### src/logic/eprom_word_access_pkg.sv
// Package: register map, field positions, reset values and timing for the EPROM word access block
package eprom_word_access_pkg;
    // Offsets are not all multiples of four: keep them as indices, byte address is index * 4
    localparam logic [9:0] IDX_CONTROL      = 10'h01c;
    localparam logic [9:0] IDX_POINTER_HIGH = 10'h01d;
    localparam logic [9:0] IDX_POINTER_LOW  = 10'h01e;
    localparam logic [9:0] IDX_DATA_HIGH    = 10'h01f;
    localparam logic [9:0] IDX_DATA_LOW     = 10'h020;
    localparam logic [9:0] IDX_CONTROL_ALT      = 10'h195;
    localparam logic [9:0] IDX_POINTER_HIGH_ALT = 10'h196;
    localparam logic [9:0] IDX_POINTER_LOW_ALT  = 10'h197;
    localparam logic [9:0] IDX_DATA_HIGH_ALT    = 10'h198;
    localparam logic [9:0] IDX_DATA_LOW_ALT     = 10'h199;
    localparam int         ADDR_W           = 12;

    // Control register fields
    localparam int BIT_VPP   = 2;
    localparam int BIT_WRITE = 1;
    localparam int BIT_READ  = 0;
    // Pointer high fields
    localparam int BIT_MODE  = 7;

    localparam logic [7:0] RST_BYTE      = 8'h00;
    localparam logic [5:0] MAX_WORD      = 6'h3f;
    localparam logic [7:0] MAX_POINTER   = 8'h3f;

    // Array access times
    localparam int CLK_MHZ        = 40;
    localparam int READ_TIME_NS   = 200;
    localparam int WRITE_TIME_US  = 100;
    localparam int READ_CYCLES    = (READ_TIME_NS * CLK_MHZ + 999) / 1000;
    localparam int WRITE_CYCLES   = WRITE_TIME_US * CLK_MHZ;
    localparam int CNT_W          = 13;

    typedef enum logic [1:0] {
        ST_IDLE  = 2'b00,
        ST_READ  = 2'b01,
        ST_WRITE = 2'b10
    } op_state_t;
endpackage : eprom_word_access_pkg

### src/logic/eprom_word_access.sv
// EPROM word access controller with APB register slave
// Behaviour
// - pointer-high bit 7 picks mode: 0 OTP read, 1 built-in EPROM.
// - EPROM mode write with pointer above 3FH is ignored.
// - completed EPROM write increments low pointer, saturating at 3FH.
// - programming-voltage status bit mirrors supply presence; software cannot change it.
// - setting write bit requests a word write; zero means no write.
// - setting read bit loads addressed word into data registers.
// - EPROM word address is the six-bit low pointer field, 64 words.
// - OTP address is pointer-high bits 2:0 over full low pointer byte.
// - word bits 15:8 in data high, 7:0 in data low.
// - write bit clears itself when the write finishes.
// - read bit clears itself once read data sits in data registers.
// - write ignored when supply status is 0 or pointer above 3FH.
// - completed read also increments low pointer, saturating at 3FH.
`timescale 1ns/1ps
module eprom_word_access
    import eprom_word_access_pkg::*;
#(
    parameter int WRITE_CNT = eprom_word_access_pkg::WRITE_CYCLES
) (
    input  wire logic                                  sys_clk,
    input  wire logic                                  rstn,
    input  wire logic                                  psel,
    input  wire logic                                  penable,
    input  wire logic                                  pwrite,
    input  wire logic [eprom_word_access_pkg::ADDR_W-1:0] paddr,
    input  wire logic [31:0]                           pwdata,
    output logic      [31:0]                           prdata,
    output logic                                       pready,
    output logic                                       pslverr,
    input  wire logic                                  vpp_present,
    output logic      [5:0]                            eprom_addr,
    output logic      [15:0]                           eprom_wdata,
    output logic                                       eprom_we,
    output logic                                       eprom_re,
    input  wire logic [15:0]                           eprom_rdata,
    output logic      [10:0]                           otp_addr,
    output logic                                       otp_re,
    input  wire logic [15:0]                           otp_rdata
);
    import eprom_word_access_pkg::*;

    ////////////////////////////////////////////////////////////////////////
    // Register state
    logic [7:0]   ptr_high_r;
    logic [7:0]   ptr_low_r;
    logic [7:0]   data_high_r;
    logic [7:0]   data_low_r;
    logic         write_cmd_r;
    logic         read_cmd_r;
    op_state_t    state_r;
    logic [CNT_W-1:0] cnt_r;

    logic [9:0]   idx;
    logic         idx_ok;
    logic         sel_ctl, sel_ph, sel_pl, sel_dh, sel_dl;
    logic         wr_acc;
    logic         mode_eprom;
    logic         busy;
    logic         start_wr;
    logic         start_rd;
    logic         op_done;
    logic [7:0]   ptr_inc;

    ////////////////////////////////////////////////////////////////////////
    // APB decode: both register banks alias the same storage
    assign idx     = paddr[ADDR_W-1:2];
    assign sel_ctl = (idx == IDX_CONTROL)      || (idx == IDX_CONTROL_ALT);
    assign sel_ph  = (idx == IDX_POINTER_HIGH) || (idx == IDX_POINTER_HIGH_ALT);
    assign sel_pl  = (idx == IDX_POINTER_LOW)  || (idx == IDX_POINTER_LOW_ALT);
    assign sel_dh  = (idx == IDX_DATA_HIGH)    || (idx == IDX_DATA_HIGH_ALT);
    assign sel_dl  = (idx == IDX_DATA_LOW)     || (idx == IDX_DATA_LOW_ALT);
    assign idx_ok  = sel_ctl | sel_ph | sel_pl | sel_dh | sel_dl;
    assign pready  = 1'b1;                       // Zero wait states
    assign pslverr = psel & penable & ~idx_ok;   // Unmapped word errors
    assign wr_acc  = psel & penable & pwrite & idx_ok;

    // Read mux, registered only at the access phase by the master
    always_comb begin
        prdata = 32'h0000_0000;
        if (sel_ctl) begin
            prdata[BIT_VPP]   = vpp_present;
            prdata[BIT_WRITE] = write_cmd_r;
            prdata[BIT_READ]  = read_cmd_r;
        end else if (sel_ph) begin
            prdata[7:0] = ptr_high_r;
        end else if (sel_pl) begin
            prdata[7:0] = ptr_low_r;
        end else if (sel_dh) begin
            prdata[7:0] = data_high_r;
        end else if (sel_dl) begin
            prdata[7:0] = data_low_r;
        end
    end

    ////////////////////////////////////////////////////////////////////////
    // Command acceptance
    assign mode_eprom = ptr_high_r[BIT_MODE];
    assign busy       = (state_r != ST_IDLE);
    // Writes only exist in EPROM mode, need supply and an in-range pointer
    assign start_wr = wr_acc && sel_ctl && pwdata[BIT_WRITE] && !busy && mode_eprom
                      && vpp_present && (ptr_low_r <= MAX_POINTER);
    assign start_rd = wr_acc && sel_ctl && pwdata[BIT_READ] && !busy
                      && !start_wr;
    assign op_done  = busy && (cnt_r == '0);
    // Saturating step; pointer above range is pulled back to the top word
    assign ptr_inc  = (ptr_low_r >= MAX_POINTER) ? MAX_POINTER
                                                 : ptr_low_r + 8'h01;

    ////////////////////////////////////////////////////////////////////////
    // Operation sequencer
    always_ff @(posedge sys_clk or negedge rstn) begin
        if (!rstn) begin
            state_r <= ST_IDLE;
            cnt_r   <= '0;
        end else begin
            unique case (state_r)
                ST_IDLE: begin
                    if (start_wr) begin
                        state_r <= ST_WRITE;
                        cnt_r   <= CNT_W'(WRITE_CNT - 1);
                    end else if (start_rd) begin
                        state_r <= ST_READ;
                        cnt_r   <= CNT_W'(READ_CYCLES - 1);
                    end
                end
                ST_READ, ST_WRITE: begin
                    if (op_done) begin
                        state_r <= ST_IDLE;
                    end else begin
                        cnt_r <= cnt_r - 1'b1;
                    end
                end
                default: begin
                    state_r <= ST_IDLE;
                end
            endcase
        end
    end

    // Command bits: set on accept, cleared by completion
    always_ff @(posedge sys_clk or negedge rstn) begin
        if (!rstn) begin
            write_cmd_r <= 1'b0;
            read_cmd_r  <= 1'b0;
        end else begin
            if (start_wr) begin
                write_cmd_r <= 1'b1;
            end else if (op_done && state_r == ST_WRITE) begin
                write_cmd_r <= 1'b0;
            end
            if (start_rd) begin
                read_cmd_r <= 1'b1;
            end else if (op_done && state_r == ST_READ) begin
                read_cmd_r <= 1'b0;
            end
        end
    end

    // Pointer registers: software writes blocked while busy
    always_ff @(posedge sys_clk or negedge rstn) begin
        if (!rstn) begin
            ptr_high_r <= RST_BYTE;
            ptr_low_r  <= RST_BYTE;
        end else begin
            if (op_done) begin
                ptr_low_r <= ptr_inc;
            end else if (wr_acc && !busy) begin
                if (sel_ph) begin
                    ptr_high_r <= pwdata[7:0];
                end
                if (sel_pl) begin
                    ptr_low_r <= pwdata[7:0];
                end
            end
        end
    end

    // Data registers: read result lands at completion
    always_ff @(posedge sys_clk or negedge rstn) begin
        if (!rstn) begin
            data_high_r <= RST_BYTE;
            data_low_r  <= RST_BYTE;
        end else begin
            if (op_done && state_r == ST_READ) begin
                if (mode_eprom) begin
                    {data_high_r, data_low_r} <= eprom_rdata;
                end else begin
                    {data_high_r, data_low_r} <= otp_rdata;
                end
            end else if (wr_acc && !busy) begin
                if (sel_dh) begin
                    data_high_r <= pwdata[7:0];
                end
                if (sel_dl) begin
                    data_low_r <= pwdata[7:0];
                end
            end
        end
    end

    ////////////////////////////////////////////////////////////////////////
    // Array side; addresses stay steady because the pointer is frozen
    assign eprom_addr  = ptr_low_r[5:0];
    assign otp_addr    = {ptr_high_r[2:0], ptr_low_r};
    assign eprom_wdata = {data_high_r, data_low_r};
    assign eprom_we    = (state_r == ST_WRITE);
    assign eprom_re    = (state_r == ST_READ) && mode_eprom;
    assign otp_re      = (state_r == ST_READ) && !mode_eprom;

    ////////////////////////////////////////////////////////////////////////
    // Check helpers: cycles spent in the running operation, counted apart
    // from cnt_r so that a broken down-counter cannot vouch for itself
    logic [CNT_W-1:0] op_len_r;
    logic             wr_req;

    always_ff @(posedge sys_clk or negedge rstn) begin
        if (!rstn) begin
            op_len_r <= '0;
        end else if (!busy) begin
            op_len_r <= '0;
        end else begin
            op_len_r <= op_len_r + 1'b1;
        end
    end

    // Any software write that asks for a word write, accepted or not
    assign wr_req = wr_acc && sel_ctl && pwdata[BIT_WRITE];

    ////////////////////////////////////////////////////////////////////////
    // Checks: acceptance and refusal of commands
    write_gate_a: assert property (@(posedge sys_clk) disable iff (!rstn)
        start_wr |-> vpp_present && mode_eprom && ptr_low_r <= 8'h3f)
        else $error("write accepted without supply or in range pointer");

    write_set_a: assert property (@(posedge sys_clk) disable iff (!rstn)
        start_wr |=> write_cmd_r && eprom_we && !eprom_re && !otp_re)
        else $error("accepted write did not start the array write");

    read_set_a: assert property (@(posedge sys_clk) disable iff (!rstn)
        start_rd |=> read_cmd_r && !eprom_we && (eprom_re != otp_re))
        else $error("accepted read did not start exactly one array read");

    idle_no_set_a: assert property (@(posedge sys_clk) disable iff (!rstn)
        (!busy && !start_wr && !start_rd) |=> !write_cmd_r && !read_cmd_r)
        else $error("command bit rose without a request");

    // A refused request must leave no trace: no bit, no strobe
    refuse_high_a: assert property (@(posedge sys_clk) disable iff (!rstn)
        (wr_req && !busy && ptr_low_r > MAX_POINTER) |=> !write_cmd_r && !eprom_we)
        else $error("write above top word was not refused");

    refuse_supply_a: assert property (@(posedge sys_clk) disable iff (!rstn)
        (wr_req && !busy && !vpp_present) |=> !write_cmd_r && !eprom_we)
        else $error("write without supply was not refused");

    refuse_mode_a: assert property (@(posedge sys_clk) disable iff (!rstn)
        (wr_req && !busy && !ptr_high_r[BIT_MODE]) |=> !write_cmd_r && !eprom_we)
        else $error("write in read-only mode was not refused");

    one_op_a: assert property (@(posedge sys_clk) disable iff (!rstn)
        busy |-> !start_wr && !start_rd)
        else $error("command accepted while busy");

    cmd_pending_a: assert property (@(posedge sys_clk) disable iff (!rstn)
        busy == (write_cmd_r || read_cmd_r))
        else $error("pending bits disagree with sequencer");

    single_pend_a: assert property (@(posedge sys_clk) disable iff (!rstn)
        !(write_cmd_r && read_cmd_r))
        else $error("both command bits pending");

    // Checks: completion, timing and pointer step
    write_done_a: assert property (@(posedge sys_clk) disable iff (!rstn)
        (op_done && state_r == ST_WRITE) |=> !write_cmd_r && ptr_low_r == $past(ptr_inc))
        else $error("write completion did not clear bit or step pointer");

    wr_stand_a: assert property (@(posedge sys_clk) disable iff (!rstn)
        (state_r == ST_WRITE && !op_done) |=> write_cmd_r && eprom_we)
        else $error("write bit or strobe dropped early");

    write_len_a: assert property (@(posedge sys_clk) disable iff (!rstn)
        (op_done && state_r == ST_WRITE) |-> op_len_r == CNT_W'(WRITE_CNT - 1))
        else $error("write did not last its programmed time");

    read_done_a: assert property (@(posedge sys_clk) disable iff (!rstn)
        (op_done && state_r == ST_READ && mode_eprom)
        |=> !read_cmd_r && {data_high_r, data_low_r} == $past(eprom_rdata))
        else $error("read completion did not load data or clear bit");

    rd_stand_a: assert property (@(posedge sys_clk) disable iff (!rstn)
        (state_r == ST_READ && !op_done) |=> read_cmd_r)
        else $error("read bit cleared before data arrived");

    // Read takes eight clocks at the nominal rate, within the repeat limit
    read_len_a: assert property (@(posedge sys_clk) disable iff (!rstn)
        start_rd |=> read_cmd_r [*8] ##1 !read_cmd_r)
        else $error("read did not finish in expected cycles");

    read_time_a: assert property (@(posedge sys_clk) disable iff (!rstn)
        (op_done && state_r == ST_READ) |-> op_len_r == CNT_W'(READ_CYCLES - 1))
        else $error("read did not last its access time");

    otp_load_a: assert property (@(posedge sys_clk) disable iff (!rstn)
        (op_done && state_r == ST_READ && !mode_eprom)
        |=> {data_high_r, data_low_r} == $past(otp_rdata))
        else $error("read-only store word not loaded");

    ptr_sat_a: assert property (@(posedge sys_clk) disable iff (!rstn)
        op_done |=> ptr_low_r <= 8'h3f)
        else $error("pointer step passed top word");

    ptr_step_a: assert property (@(posedge sys_clk) disable iff (!rstn)
        (op_done && ptr_low_r < MAX_POINTER) |=> ptr_low_r == $past(ptr_low_r) + 8'h01)
        else $error("pointer did not step by one");

    // Checks: held state and array side
    ptr_hold_a: assert property (@(posedge sys_clk) disable iff (!rstn)
        (busy && !op_done) |=> $stable(ptr_low_r) && $stable(ptr_high_r))
        else $error("pointer moved during operation");

    data_hold_a: assert property (@(posedge sys_clk) disable iff (!rstn)
        (busy && !op_done) |=> $stable(data_high_r) && $stable(data_low_r))
        else $error("data registers moved during operation");

    ph_hold_a: assert property (@(posedge sys_clk) disable iff (!rstn)
        !(wr_acc && sel_ph && !busy) |=> $stable(ptr_high_r))
        else $error("pointer high changed without a software write");

    pl_load_a: assert property (@(posedge sys_clk) disable iff (!rstn)
        (wr_acc && sel_pl && !busy) |=> ptr_low_r == 8'($past(pwdata)))
        else $error("pointer low write did not land");

    word_addr_a: assert property (@(posedge sys_clk) disable iff (!rstn)
        eprom_we |-> ptr_low_r <= MAX_POINTER && eprom_addr == ptr_low_r[5:0])
        else $error("array write outside the word range");

    write_mode_a: assert property (@(posedge sys_clk) disable iff (!rstn)
        eprom_we |-> ptr_high_r[BIT_MODE])
        else $error("array write outside array mode");

    write_word_a: assert property (@(posedge sys_clk) disable iff (!rstn)
        start_wr |=> eprom_wdata == {$past(data_high_r), $past(data_low_r)})
        else $error("written word differs from data registers");

    mode_route_a: assert property (@(posedge sys_clk) disable iff (!rstn)
        (state_r == ST_READ) |-> eprom_re == ptr_high_r[BIT_MODE]
                                 && otp_re == !ptr_high_r[BIT_MODE])
        else $error("read routed to the wrong store");

    idle_quiet_a: assert property (@(posedge sys_clk) disable iff (!rstn)
        (!write_cmd_r && !read_cmd_r) |-> !eprom_we && !eprom_re && !otp_re)
        else $error("array strobe without a pending command");

    otp_addr_a: assert property (@(posedge sys_clk) disable iff (!rstn)
        otp_re |-> otp_addr[10:8] == ptr_high_r[2:0] && otp_addr[7:0] == ptr_low_r)
        else $error("otp address mismatch");

    // Checks: what software sees when polling
    vpp_view_a: assert property (@(posedge sys_clk) disable iff (!rstn)
        (psel && sel_ctl) |-> prdata[2] == vpp_present)
        else $error("supply status misreported");

    ctl_view_a: assert property (@(posedge sys_clk) disable iff (!rstn)
        sel_ctl |-> prdata[BIT_WRITE] == write_cmd_r && prdata[BIT_READ] == read_cmd_r)
        else $error("command bits misreported");
endmodule : eprom_word_access

### config.mk
export PLATFORM = sky130hd
export DESIGN_NAME = eprom_word_access
export DESIGN_NICKNAME = d
export VERILOG_FILES = /design/src/logic/eprom_word_access_pkg.sv /design/src/logic/eprom_word_access.sv
export SDC_FILE = /design/constraint.sdc
export NUM_CORES = 1
export LEC_CHECK = 0
export ABC_AREA = 0
export BUFFER_PORTS_ARGS = -buffer_cell sky130_fd_sc_hd__buf_2
export CAP_MARGIN = 40
export CORE_UTILIZATION = 50
export DETAILED_ROUTE_END_ITERATION = 10
export PLACE_DENSITY = 0.92
export REMOVE_ABC_BUFFERS = 1
export SETUP_SLACK_MARGIN = 0.1
export SLEW_MARGIN = 20
export SYNTH_ARGS = -nofsm -noshare
export SYNTH_HDL_FRONTEND = slang
export SYNTH_SLANG_ARGS = --single-unit
### constraint.sdc
create_clock -name sys_clk -period 3 [get_ports sys_clk]
set_input_delay 0.6 -clock sys_clk [delete_from_list [all_inputs] [get_ports sys_clk]]
set_output_delay 0.6 -clock sys_clk [all_outputs]
set_load 0.1 [all_outputs]
==> results.toml <==
[outcome]
status = "complete, no violations"

[final_layout]
fin_nets = 616
post-route-cell-area_um2 = 4700
fillers = 639
multi_input_area_um2 = 2400
regArea_um2 = 1230
syn2layout_area_growth_pct = 19.0
stdcell_count = 633
drive_above_1_share_pct = 30.2

[timing]
fin_skew_ns = 0.00734
rsz0062_at_grt = "true"
worst_pin_slew_ns = 0.639
post-route-min-period_ns = 2.85
maxSlewHeadroom_pct = 57.0
maxSlewViolCount = 0
setup_ws_ns = 0.147
layout_worst_path_cycle_share_pct = 95.1
setup_violations = 0
max_freq_mhz = 350
hold_viol = 0
hold_ws_ns = 0.276

[critical_path]
crit_cells = 8
critPathMaxStageDelay_ns = 0.36
worstPathMaxFanout = 9
r2r_slack_ns = 0.41
reg2reg_depth = 9
reg2reg_to = "data_high_r[5]"
cp_top_family = "simple AND/OR/NAND/NOR gates"
r2r_start = "cnt_r[0]"
cp_data_arrival_time_ns = 2.25
crit_end = "prdata[2]"
crit_required_ns = 2.40
startpoint = "paddr[9]"
worstSetupEndpointType = "output port"
worstPathCellList = "buf_2, nor4_4, and3_4, buf_4, a22oi_1, mux2i_1, a221o_1, buf_12"
slowest_stage = "nor4_4"
cp-start-kind = "input pin"
path_buf_inv = 3
path_class = "in2out"

[clock_tree]
worstSkewPairLatency_ns = 0.32
cts_buffers = 5
h-tree-depth = 2
cts_tree = "built"
cts_buffer_depth = 2
ctsHoldBuffers = 0
path_clk_slew_ns = 0.10
clock_sinks = 49
root_buffer = "clkbuf_8"

[routing]
route.detailed.drc = 0
routed_wirelength_um = 11500
drtIter0Drc = 329
viasPerCell = 6.34
ant_nets = 0
drt-pass1-iter-count = 7
vias = 4015
wire_per_inst_um = 18.1

[placement]
io_buffers = 100
post-place-ws_ns = 0.131
dp_cells = 623
gp_congestion = 0.979
postPlaceCellArea_um2 = 4550
post-dp-hpwl_um = 8490

[floorplanning]
die-area_um2 = 8260
fp-row-count = 32
core_um2 = 7690
io_pins = 152
die-width_um = 90.9
die_h_um = 90.9
start_util_pct = 51.4

[power]
powerDensity_nw_per_um2 = 341
p_leak_nw = 2.07
vdd_ir_drop_max_v = 0.000252

[logic_synthesis]
synth.area.top_cells = "dfrtp_1 (31%), buf_4 (6.5%), mux2i_1 (5.8%)"
netlist_top_cells_count = "dfrtp_1 (49), buf_4 (34), nand2_1 (31)"
seq_area_frac_synth_pct = 31.0
synth-edff-count = 0
synth-seq-cells = 49
async_reset_ff_share_pct = 100
synth.top_cell.area_share_pct = 31.0
yosysWarnings = 0
syn_area_um2 = 3950
post_synth.cell_area_avg_um2 = 8.94
synth.most_common_cell = "dfrtp_1"
synthFlopType = "dfrtp_1"
yosys.area.top_type = "dfrtp_1"
synth_cells = 442
synthDistinctLibCells = 64

[global_routing]
antenna_found_initial = 1
grt_max_degree = 34
grt_pass1_wl_um = 18900
grt_pass1_vias = 3899
grt-ovfl-total = 0
track_usage_pct = 28.5

[run]
max_cap_violations = 0

[worst_hold_path]
hold_path.class = "in2async"
[sequential cells by signal (all words and copies together) (netlist names)]
name / count
write_cmd_r: 1
state_r: 2
ptr_high_r: 8
data_high_r: 8
data_low_r: 8
cnt_r: 13
read_cmd_r: 1
ptr_low_r: 8
[timing repair]
action,in CTS,in global routing
setup buffers,0,1
hold endpoints to repair,0,0
endpoints found under the setup margin,0,9
resized for setup,0,8
[power breakdown]
group / leakage, nW / switching [mW] / internal (mW)
combinational: 1.41 / 0.339 / 0.0750
sequential: 0.611 / 0.0153 / 0.674
clock: 0.0544 / 0.250 / 0.250
[final cells by class]
cell class	count	share of cell area (%)
multi-input cells	342	51.1
flip-flops and latches	49	26.1
repair buffers	120	16.7
well taps	102	2.71
clock buffers	5	1.46
clock inverters	3	0.985
inverters	11	0.878
diodes	1	0.0532
[through the flow]
stage / total power [mW] / utilization (%) / TNS, ns
after floorplan: 0.995 / - / -6.71
after global placement: 1.10 / 59.1 / 0
after detailed placement: 1.11 / 59.1 / 0
after CTS: 1.59 / 60.6 / 0
after global routing: 1.64 / 61.1 / 0
final: 1.60 / 61.1 / 0
[logic make-up (layout without fill, tap and decap cells)]
group	Yosys count	after routing	share of synthesized area, %
other cells	2	26	0.190
compound gates	126	126	24.6
mux	31	31	8.11
simple gates	154	154	23.2
flops	49	49	31.0
buf+inv	74	139	11.1
xor+xnor	1	1	0.222
fa+ha+maj	5	5	1.58
[layer usage]
metal	global-route usage (%)	up-vias	routed length (um)
li1	-	1798	-
met1	34.7	1919	4500
met2	49.2	241	5670
met3	4.46	57	839
met4	13.4	0	474
met5	0	-	0
[cells in the final DEF (no fill, tap or decap), types with 9 or more instances in the layout]
cell type / n
a21oi_1: 27
dfrtp_1: 49
and3_1: 10
buf_12: 9
buf_4: 20
buf_2: 91
a211oi_2: 13
nor2_1: 13
inv_1: 11
nor3_1: 11
nand3_1: 15
a22oi_1: 9
mux2i_1: 23
nor2b_1: 19
o211ai_1: 10
conb_1: 25
o21ai_0: 15
nand2_1: 31
[worst min path at each step]
stage                          endpoint  slack (ns)  cells past startpoint
after floorplan                cnt_r[0]        0.30                      0
after global placement    ptr_high_r[6]        0.51                      1
after detailed placement     read_cmd_r        0.52                      1
after CTS                      cnt_r[3]        0.30                      1
after global routing           cnt_r[3]        0.34                      1
final                          cnt_r[3]        0.28                      1
(Power assumes the default switching activity.)
